===== src/hdl/nfcm_pkg.sv =====
/*
 * nfcm_pkg: constants and types of the front-end mode control block.
 * Assumes a single 125 MHz system clock domain; host pins enter asynchronously.
 */
package nfcm_pkg;

	// ------------------------------------------------------------
	// register offsets on the host serial port
	// ------------------------------------------------------------
	localparam logic [5:0] ADDR_OPCTL   = 6'h00;
	localparam logic [5:0] ADDR_IOCFG1  = 6'h01;
	localparam logic [5:0] ADDR_IOCFG2  = 6'h02;
	localparam logic [5:0] ADDR_WUCFG   = 6'h03;
	localparam logic [5:0] ADDR_AMPREF  = 6'h04;
	localparam logic [5:0] ADDR_PHSREF  = 6'h05;
	localparam logic [5:0] ADDR_IRQMASK = 6'h06;
	localparam logic [5:0] ADDR_IRQSTAT = 6'h07;
	localparam logic [5:0] ADDR_ID0     = 6'h08;
	localparam logic [5:0] ADDR_ID1     = 6'h09;
	localparam logic [5:0] ADDR_ID2     = 6'h0A;
	localparam logic [5:0] ADDR_ID3     = 6'h0B;
	localparam logic [5:0] RAM_BYTES    = 6'h30;

	// ------------------------------------------------------------
	// field positions
	// ------------------------------------------------------------
	localparam int OPC_EN_BIT    = 7;
	localparam int OPC_RX_BIT    = 6;
	localparam int OPC_TX_BIT    = 3;
	localparam int OPC_WAKE_BIT  = 2;
	localparam int IO1_ALT_BIT   = 0;
	localparam int IO1_SINGLE_BIT = 1;
	localparam int WAKE_AMP_BIT  = 4;
	localparam int WAKE_PHS_BIT  = 5;
	localparam int IRQ_OSC_BIT   = 0;
	localparam int IRQ_AMP_BIT   = 1;
	localparam int IRQ_PHS_BIT   = 2;

	// ------------------------------------------------------------
	// reset values and timing
	// ------------------------------------------------------------
	localparam logic [7:0] OPCTL_RST   = 8'h00;
	localparam logic [7:0] CFG_RST     = 8'h00;
	localparam logic [7:0] IRQMASK_RST = 8'h07;
	localparam logic [7:0] WAKE_TICK_LOW = 8'hFF;
	localparam logic [4:0] CMD_LAST    = 5'h07;
	localparam logic [4:0] DATA_LAST   = 5'h0F;

	// ------------------------------------------------------------
	// types
	// ------------------------------------------------------------
	typedef enum logic [1:0] {
		MODE_POWER_DOWN,
		MODE_READY,
		MODE_WAKEUP
	} nfcm_mode_type;

	// first byte of every serial frame
	typedef struct packed {
		logic       read;
		logic       ram;
		logic [5:0] addr;
	} nfcm_cmd_type;

endpackage


===== src/hdl/nfcm_mode_control.sv =====
/*
 * nfcm_mode_control: operating mode, start-up and host access control of a
 * contactless reader front end, with a four-wire serial register port.
 * Assumes analog blocks (crystal, RC oscillator, measurement unit) outside;
 * host pins and the RC clock are asynchronous and are synchronised here.
 */
`timescale 1ns/1ps
`default_nettype none

module nfcm_mode_control #(
	parameter logic [7:0] FACTORY_WAFER   = 8'h5A, // arbitrary value
	parameter logic [7:0] FACTORY_DIE_POS = 8'h3C, // arbitrary value
	parameter logic [7:0] FACTORY_SUBVER  = 8'h01, // arbitrary value
	parameter logic [7:0] FACTORY_BUS_ADR = 8'h42  // arbitrary value
) (
	// clock and reset
	input  wire logic       clk_in,
	input  wire logic       rst_in,
	// host serial pins
	input  wire logic       sclk_in,
	input  wire logic       serial_select_n_in,
	input  wire logic       mosi_in,
	input  wire logic       i2c_enable_in,
	output logic            miso_out,
	output logic            miso_oe_out,
	output logic            irq_out,
	// analog status
	input  wire logic       osc_stable_in,
	input  wire logic       rc_clk_in,
	// measurement unit, same clock
	input  wire logic       meas_done_in,
	input  wire logic [7:0] meas_value_in,
	// power and rf controls
	output logic            osc_enable_out,
	output logic            regulator_enable_out,
	output logic            rc_osc_enable_out,
	output logic            rx_enable_out,
	output logic            tx_enable_out,
	output logic            antenna_driver_out_a_enable_out,
	output logic            antenna_driver_out_b_enable_out,
	output logic            rx_input_b_select_out,
	output logic            i2c_mode_out,
	output logic            fifo_access_out,
	output logic            measure_start_out,
	output logic            measure_phase_out,
	output logic [7:0]      io_config2_out,
	output logic [1:0]      mode_out
);

	// ------------------------------------------------------------
	// pin synchronisers
	// ------------------------------------------------------------
	logic [5:0] pin_meta_reg;
	logic [5:0] pin_sync_reg;
	logic       sclk_prev_reg;
	logic       rc_prev_reg;
	logic       osc_prev_reg;
	wire  [5:0] pin_raw = {rc_clk_in, osc_stable_in, i2c_enable_in, mosi_in, serial_select_n_in, sclk_in};

	// first stage feeds only the second stage
	always_ff @(posedge clk_in) begin
		if (rst_in) begin
			pin_meta_reg  <= 6'h02;
			pin_sync_reg  <= 6'h02;
			sclk_prev_reg <= 1'b0;
			rc_prev_reg   <= 1'b0;
			osc_prev_reg  <= 1'b0;
		end else begin
			pin_meta_reg  <= pin_raw;
			pin_sync_reg  <= pin_meta_reg;
			sclk_prev_reg <= pin_sync_reg[0];
			rc_prev_reg   <= pin_sync_reg[5];
			osc_prev_reg  <= pin_sync_reg[4];
		end
	end

	wire sclk_s    = pin_sync_reg[0];
	wire ssn_s     = pin_sync_reg[1];
	wire mosi_s    = pin_sync_reg[2];
	wire i2c_s     = pin_sync_reg[3];
	wire osc_s     = pin_sync_reg[4];
	wire rc_s      = pin_sync_reg[5];
	wire sclk_rise = sclk_s & ~sclk_prev_reg;
	wire sclk_fall = ~sclk_s & sclk_prev_reg;
	wire rc_rise   = rc_s & ~rc_prev_reg;
	wire osc_rise  = osc_s & ~osc_prev_reg;

	// ------------------------------------------------------------
	// registers and state
	// ------------------------------------------------------------
	logic [7:0]            opctl_reg;
	logic [7:0]            iocfg1_reg;
	logic [7:0]            iocfg2_reg;
	logic [7:0]            wucfg_reg;
	logic [7:0]            ampref_reg;
	logic [7:0]            phsref_reg;
	logic [7:0]            irqmask_reg;
	logic [7:0]            irqstat_reg;
	logic [7:0]            target_config_ram [0:47];
	nfcm_pkg::nfcm_mode_type mode_reg;
	logic [4:0]            bit_cnt_reg;
	logic [7:0]            rx_shift_reg;
	logic [7:0]            tx_shift_reg;
	nfcm_pkg::nfcm_cmd_type cmd_reg;
	logic [11:0]           wake_cnt_reg;
	logic                  meas_busy_reg;
	logic                  meas_phase_reg;

	// ------------------------------------------------------------
	// mode decode
	// ------------------------------------------------------------
	wire opc_en   = opctl_reg[nfcm_pkg::OPC_EN_BIT];
	wire [7:0] wake_only = 8'h01 << nfcm_pkg::OPC_WAKE_BIT;
	wire is_wake  = (opctl_reg == wake_only);
	wire ready    = (mode_reg == nfcm_pkg::MODE_READY);
	wire waking   = (mode_reg == nfcm_pkg::MODE_WAKEUP);
	nfcm_pkg::nfcm_mode_type mode_next;
	assign mode_next = opc_en ? nfcm_pkg::MODE_READY :
		(is_wake ? nfcm_pkg::MODE_WAKEUP : nfcm_pkg::MODE_POWER_DOWN);

	// ------------------------------------------------------------
	// serial frame decode
	// ------------------------------------------------------------
	// the port stays alive in every mode, only the protocol select gates it
	wire spi_on    = ~ssn_s & ~i2c_s;
	wire [7:0] rx_byte_next = {rx_shift_reg[6:0], mosi_s};
	wire cmd_done  = spi_on & sclk_rise & (bit_cnt_reg == nfcm_pkg::CMD_LAST);
	wire data_done = spi_on & sclk_rise & (bit_cnt_reg == nfcm_pkg::DATA_LAST);
	nfcm_pkg::nfcm_cmd_type cmd_now;
	assign cmd_now = nfcm_pkg::nfcm_cmd_type'(rx_byte_next);
	wire ram_rd_hit = cmd_now.addr < nfcm_pkg::RAM_BYTES;
	wire ram_wr_hit = cmd_reg.addr < nfcm_pkg::RAM_BYTES;
	wire wr_strobe  = data_done & ~cmd_reg.read & ~cmd_reg.ram;
	// ram writes outside ready mode are silently dropped
	wire ram_wr     = data_done & ~cmd_reg.read & cmd_reg.ram & ready & ram_wr_hit;
	wire stat_clr   = cmd_done & cmd_now.read & ~cmd_now.ram & (cmd_now.addr == nfcm_pkg::ADDR_IRQSTAT);

	// register read selection
	logic [7:0] reg_rd;
	always_comb begin
		case (cmd_now.addr)
			nfcm_pkg::ADDR_OPCTL:   reg_rd = opctl_reg;
			nfcm_pkg::ADDR_IOCFG1:  reg_rd = iocfg1_reg;
			nfcm_pkg::ADDR_IOCFG2:  reg_rd = iocfg2_reg;
			nfcm_pkg::ADDR_WUCFG:   reg_rd = wucfg_reg;
			nfcm_pkg::ADDR_AMPREF:  reg_rd = ampref_reg;
			nfcm_pkg::ADDR_PHSREF:  reg_rd = phsref_reg;
			nfcm_pkg::ADDR_IRQMASK: reg_rd = irqmask_reg;
			nfcm_pkg::ADDR_IRQSTAT: reg_rd = irqstat_reg;
			nfcm_pkg::ADDR_ID0:     reg_rd = FACTORY_WAFER;
			nfcm_pkg::ADDR_ID1:     reg_rd = FACTORY_DIE_POS;
			nfcm_pkg::ADDR_ID2:     reg_rd = FACTORY_SUBVER;
			nfcm_pkg::ADDR_ID3:     reg_rd = FACTORY_BUS_ADR;
			default:                reg_rd = 8'h00;
		endcase
	end

	// ram reads in power-down answer zero
	wire ram_rd_ok   = ready & ram_rd_hit;
	wire [7:0] ram_q = ram_rd_ok ? target_config_ram[cmd_now.addr] : 8'h00;
	wire [7:0] rd_data = cmd_now.ram ? ram_q : reg_rd;

	// ------------------------------------------------------------
	// serial shift engine
	// ------------------------------------------------------------
	// count restarts whenever select goes high between frames
	always_ff @(posedge clk_in) begin
		if (rst_in) begin
			bit_cnt_reg  <= 5'h00;
			rx_shift_reg <= 8'h00;
			cmd_reg      <= '0;
		end else if (!spi_on) begin
			bit_cnt_reg  <= 5'h00;
		end else if (sclk_rise) begin
			bit_cnt_reg  <= bit_cnt_reg + 5'h01;
			rx_shift_reg <= rx_byte_next;
			if (cmd_done)
				cmd_reg <= cmd_now;
		end
	end

	// data out changes on the falling edge, so it is settled at the next rise
	always_ff @(posedge clk_in) begin
		if (rst_in) begin
			tx_shift_reg <= 8'h00;
			miso_out     <= 1'b0;
			miso_oe_out  <= 1'b0;
		end else begin
			if (cmd_done)
				tx_shift_reg <= rd_data;
			else if (spi_on & sclk_fall) begin
				miso_out     <= tx_shift_reg[7];
				tx_shift_reg <= {tx_shift_reg[6:0], 1'b0};
			end
			miso_oe_out <= spi_on & cmd_reg.read & bit_cnt_reg[3];
		end
	end

	// ------------------------------------------------------------
	// configuration registers
	// ------------------------------------------------------------
	// every register takes its default at reset, so start-up is power-down
	always_ff @(posedge clk_in) begin
		if (rst_in) begin
			opctl_reg   <= nfcm_pkg::OPCTL_RST;
			iocfg1_reg  <= nfcm_pkg::CFG_RST;
			iocfg2_reg  <= nfcm_pkg::CFG_RST;
			wucfg_reg   <= nfcm_pkg::CFG_RST;
			ampref_reg  <= nfcm_pkg::CFG_RST;
			phsref_reg  <= nfcm_pkg::CFG_RST;
			irqmask_reg <= nfcm_pkg::IRQMASK_RST;
			mode_reg    <= nfcm_pkg::MODE_POWER_DOWN;
		end else begin
			mode_reg <= mode_next;
			if (wr_strobe) begin
				case (cmd_reg.addr)
					nfcm_pkg::ADDR_OPCTL:   opctl_reg   <= rx_byte_next;
					nfcm_pkg::ADDR_IOCFG1:  iocfg1_reg  <= rx_byte_next;
					nfcm_pkg::ADDR_IOCFG2:  iocfg2_reg  <= rx_byte_next;
					nfcm_pkg::ADDR_WUCFG:   wucfg_reg   <= rx_byte_next;
					nfcm_pkg::ADDR_AMPREF:  ampref_reg  <= rx_byte_next;
					nfcm_pkg::ADDR_PHSREF:  phsref_reg  <= rx_byte_next;
					nfcm_pkg::ADDR_IRQMASK: irqmask_reg <= rx_byte_next;
					default: ;
				endcase
			end
		end
	end

	// target ram has no reset; its content is only meaningful once written
	always_ff @(posedge clk_in) begin
		if (ram_wr)
			target_config_ram[cmd_reg.addr] <= rx_byte_next;
	end

	// ------------------------------------------------------------
	// wake-up timer and measurement scheduling
	// ------------------------------------------------------------
	wire amp_en   = wucfg_reg[nfcm_pkg::WAKE_AMP_BIT];
	wire phs_en   = wucfg_reg[nfcm_pkg::WAKE_PHS_BIT];
	wire [11:0] wake_limit = {wucfg_reg[3:0], nfcm_pkg::WAKE_TICK_LOW};
	wire wake_expire = waking & rc_rise & (wake_cnt_reg == wake_limit);
	// with both triggers on, the two kinds alternate period by period
	wire next_phase = (amp_en & phs_en) ? ~meas_phase_reg : phs_en;
	wire start_meas = wake_expire & (amp_en | phs_en) & ~meas_busy_reg;

	// timer advances only on RC clock edges, never on the crystal
	always_ff @(posedge clk_in) begin
		if (rst_in) begin
			wake_cnt_reg   <= 12'h000;
			meas_busy_reg  <= 1'b0;
			meas_phase_reg <= 1'b0;
		end else begin
			if (!waking || wake_expire)
				wake_cnt_reg <= 12'h000;
			else if (rc_rise)
				wake_cnt_reg <= wake_cnt_reg + 12'h001;
			if (start_meas) begin
				meas_busy_reg  <= 1'b1;
				meas_phase_reg <= next_phase;
			end else if (meas_done_in || !waking)
				meas_busy_reg <= 1'b0;
		end
	end

	// ------------------------------------------------------------
	// interrupt sources
	// ------------------------------------------------------------
	wire meas_end  = meas_done_in & meas_busy_reg & waking;
	wire amp_diff  = meas_end & ~meas_phase_reg & (meas_value_in != ampref_reg);
	wire phs_diff  = meas_end & meas_phase_reg & (meas_value_in != phsref_reg);
	wire osc_event = opc_en & osc_rise;
	wire [7:0] irq_set = ({7'h00, osc_event} << nfcm_pkg::IRQ_OSC_BIT)
		| ({7'h00, amp_diff} << nfcm_pkg::IRQ_AMP_BIT)
		| ({7'h00, phs_diff} << nfcm_pkg::IRQ_PHS_BIT);
	// a new event in the clearing cycle survives the clear
	wire [7:0] irqstat_next = (stat_clr ? 8'h00 : irqstat_reg) | irq_set;

	// status clears on read; the line follows masked pending bits
	always_ff @(posedge clk_in) begin
		if (rst_in) begin
			irqstat_reg <= 8'h00;
			irq_out     <= 1'b0;
		end else begin
			irqstat_reg <= irqstat_next;
			irq_out     <= |(irqstat_next & irqmask_reg);
		end
	end

	// ------------------------------------------------------------
	// power and rf control outputs
	// ------------------------------------------------------------
	wire single   = iocfg1_reg[nfcm_pkg::IO1_SINGLE_BIT];
	wire alt_sel  = iocfg1_reg[nfcm_pkg::IO1_ALT_BIT];
	wire tx_on    = ready & opctl_reg[nfcm_pkg::OPC_TX_BIT];
	wire rx_on    = ready & opctl_reg[nfcm_pkg::OPC_RX_BIT];
	wire drv_a    = tx_on & (~single | ~alt_sel);
	wire drv_b    = tx_on & (~single | alt_sel);

	// all controls registered so the pins never glitch on decode
	always_ff @(posedge clk_in) begin
		if (rst_in) begin
			osc_enable_out                  <= 1'b0;
			regulator_enable_out            <= 1'b0;
			rc_osc_enable_out               <= 1'b0;
			rx_enable_out                   <= 1'b0;
			tx_enable_out                   <= 1'b0;
			antenna_driver_out_a_enable_out <= 1'b0;
			antenna_driver_out_b_enable_out <= 1'b0;
			rx_input_b_select_out           <= 1'b0;
			i2c_mode_out                    <= 1'b0;
			fifo_access_out                 <= 1'b0;
			measure_start_out               <= 1'b0;
			measure_phase_out               <= 1'b0;
			io_config2_out                  <= 8'h00;
			mode_out                        <= 2'h0;
		end else begin
			osc_enable_out                  <= ready;
			regulator_enable_out            <= ready;
			rc_osc_enable_out               <= waking;
			rx_enable_out                   <= rx_on;
			tx_enable_out                   <= tx_on;
			antenna_driver_out_a_enable_out <= drv_a;
			antenna_driver_out_b_enable_out <= drv_b;
			rx_input_b_select_out           <= single & alt_sel;
			i2c_mode_out                    <= i2c_s;
			fifo_access_out                 <= ready;
			measure_start_out               <= start_meas;
			measure_phase_out               <= start_meas ? next_phase : meas_phase_reg;
			io_config2_out                  <= iocfg2_reg;
			mode_out                        <= mode_reg;
		end
	end

endmodule

`default_nettype wire


===== config.mk =====
export PLATFORM = sky130hd
export DESIGN_NAME = nfcm_mode_control
export DESIGN_NICKNAME = d
export VERILOG_FILES = /design/src/hdl/nfcm_pkg.sv /design/src/hdl/nfcm_mode_control.sv
export SDC_FILE = /design/constraint.sdc
export NUM_CORES = 1
export LEC_CHECK = 0
export BUFFER_PORTS_ARGS = -buffer_cell sky130_fd_sc_hd__buf_2
export CELL_PAD_IN_SITES_DETAIL_PLACEMENT = 0
export CELL_PAD_IN_SITES_GLOBAL_PLACEMENT = 1
export CORE_MARGIN = 4
export CORE_UTILIZATION = 27
export CTS_CLUSTER_DIAMETER = 80
export CTS_CLUSTER_SIZE = 40
export DETAILED_ROUTE_END_ITERATION = 10
export GPL_TIMING_DRIVEN = 0
export PLACE_DENSITY_LB_ADDON = 0.1
export SLEW_MARGIN = 20
export SYNTH_ARGS = -nofsm -noshare
export SYNTH_HDL_FRONTEND = slang
export SYNTH_SLANG_ARGS = --single-unit

===== constraint.sdc =====
create_clock -name clk_in -period 5.75 [get_ports clk_in]
set_clock_uncertainty 0.15 [all_clocks]
set_input_delay 1.725 -clock clk_in [delete_from_list [all_inputs] [get_ports clk_in]]
set_output_delay 1.725 -clock clk_in [all_outputs]
set_load 0.1 [all_outputs]

==> results.json <==
{
  "outcome": "finished clean",
  "slew_headroom": 0.2215,
  "start_kind": "register",
  "initial_core_util": 0.2733,
  "hold_viol": 0,
  "drv_cap": 0,
  "tightest_slew_ns": 1.165,
  "syn2layout_area_growth_pct": 14.07,
  "synthDistinctLibCells": 65,
  "drc": 0,
  "synth_area_per_cell_um2": 14.98,
  "drive_gt1_frac": 0.1796,
  "crit_fanout": 25,
  "setup_viol": 0,
  "synth_common_cells": "384 x edfxtp_1, 145 x dfxtp_1, 125 x nor2_1",
  "wl_per_cell_um": 27.21,
  "clk_pin_slew_ns": 0.09,
  "dr.pass1.iters": 4,
  "gp_congestion": 0.8254,
  "slew_viol_final": 0,
  "avgViaCountPerCell": 4.823,
  "grt_pass1_wl_mm": 98.95,
  "h-tree-depth": 2,
  "grt_max_degree": 53,
  "ys_seq_elements": 529,
  "crit_type": "register to register",
  "netlist_area_mm2": 0.02124,
  "fmax_mhz": 220.8,
  "finalNetCount": 1525,
  "totalWireLength_mm": 69.97,
  "required_ns": 6.03,
  "hpwl_mm": 48.38,
  "cp.arrival_ns": 4.80,
  "nFillCells": 7695,
  "overflow": 0,
  "synth_edf_count": 384,
  "vdd_ir_drop_max_uv": 210.6,
  "r2r_slack_ns": 1.22,
  "total_power_uw": 7009,
  "critPathLaunch": "pin_sync_reg[2]",
  "power_density_mw_per_mm2": 289.3,
  "p_leak_uw": 0.007530,
  "ys_top_cells_by_area": "edfxtp_1 54%, dfxtp_1 14%, mux4_2 10%, mux2i_1 2.9%, nor2_1 2.2%",
  "largest_reg_flops": 384,
  "grt_usage": 0.1681,
  "antennaDiodeCount": 0,
  "ys_seq_area_frac": 0.6796,
  "max-clock-path-buffers": 3,
  "r2r_end": "tx_shift_reg[7]",
  "synthFlopType": "edfxtp_1",
  "ant_nets": 0,
  "antenna_found_initial": 1,
  "min_from": "pin_meta_reg[1]",
  "crit_path_end_kind": "register",
  "clk_latency_ns": 0.58,
  "post-route-min-period_ns": 4.528,
  "period_share": 0.7875,
  "yosysTopAreaCellShare": 0.5429,
  "fin_util": 0.3117,
  "worstRegToRegCells": 10,
  "post_cts_buffers": 0,
  "rows": 102,
  "dieArea_mm2": 0.08321,
  "postCtsHoldBufs": 0,
  "cts_tree": "done",
  "yosysTopAreaCell": "edfxtp_1",
  "synth.net_count": 1438,
  "io_buffers": 40,
  "cts_resized": 0,
  "dieWidth_um": 288.5,
  "cts_root_buf": "clkbuf_16",
  "drt_iter0_markers": 883,
  "core_region_area_mm2": 0.07772,
  "synth_cells": 1418,
  "min_path_type": "register to register",
  "vias": 12400,
  "io_pins": 42,
  "ys_warn_count": 0,
  "worstHoldPathCells": 1,
  "grt_pass1_vias": 12750,
  "die_h_um": 288.5,
  "min_to": "pin_sync_reg[1]",
  "synthArstFlopShare": 0,
  "rsz0062_at_grt": "no",
  "yosysMostFrequentCell": "edfxtp_1",
  "worstReg2RegStart": "pin_sync_reg[2]",
  "clock_sinks": 529,
  "cts_buffers": 35
}
-- routing by layer --
metal	up-vias	wire, µm	GRT usage
met2	250	33490	0.2777
met5	-	0	0
li1	5584	-	-
met4	0	2501	0.05782
met3	95	2811	0.02549
met1	6470	31170	0.2266
-- through the flow --
step	area, µm²	std cells	setup slack [ns]	setup TNS [ns]	hold slack, ns
final	24230	2571	1.222	0	0.2818
after global routing	24230	2571	0.9756	0	0.2990
after CTS	24220	2571	1.150	0	0.2875
after detailed placement	22970	2508	1.173	0	0.2572
after global placement	22740	2498	-0.06311	-0.06311	0.2510
after floorplan	21240	1418	2.501	0	0.2395
-- cell families after synthesis --
logic type,synth area share
mux,0.1353
compound gates,0.04248
fa+ha+maj,0.001767
xor+xnor,0.01443
simple gates,0.1056
flops,0.6796
buf+inv,0.02085
-- critical path: stages, from the launching register on --
cell	delay (ns)
dfxtp_2	0.72
buf_16	0.24
buf_2	0.37
buf_4	0.32
buf_4	0.34
buf_2	0.47
buf_2	0.58
mux2i_1	0.47
nand3_1	0.14
a41oi_1	0.37
o211ai_1	0.14
-- worst max path at each step --
stage,endpoint,cells after the start,slack [ns]
after floorplan,osc_enable_out,1,2.50
after global placement,tx_shift_reg[6],8,-0.06
after detailed placement,tx_shift_reg[7],10,1.17
after CTS,tx_shift_reg[7],10,1.15
after global routing,tx_shift_reg[7],10,0.98
final,tx_shift_reg[7],10,1.22
-- where the power goes --
group          total [µW]  internal (µW)  switching, µW  leakage [µW]
Combinational         121           42.9           78.0       0.00219
Clock                2850           1320           1530      0.000603
Sequential           4040           4040           4.95       0.00474
-- cell usage in the layout, fill, tap and decap left out, drive strengths merged, types with 8 or more instances in the layout --
master / count
a21oi: 48
a22oi: 18
and2: 9
and3: 13
buf: 90
clkbuf: 94
clkinv: 10
dfxtp: 145
edfxtp: 384
inv: 20
mux2i: 62
mux4: 99
nand2: 118
nand3: 67
nand4: 8
nor2: 125
nor2b: 36
nor4: 18
o21ai: 17
xnor2: 9
xor2: 26
-- layout make-up --
class | instances | area (µm²) | share of cell area
well taps | 1040 | 1301 | 0.05371
multi-input cells | 786 | 6390 | 0.2638
flip-flops and latches | 529 | 14450 | 0.5964
repair buffers | 50 | 382.9 | 0.01580
inverters | 8 | 30.03 | 0.001239
clock buffers | 39 | 933.4 | 0.03853
plain buffers | 95 | 416.7 | 0.01720
clock inverters | 24 | 324.1 | 0.01338
Power figures use the tool's default switching activity.
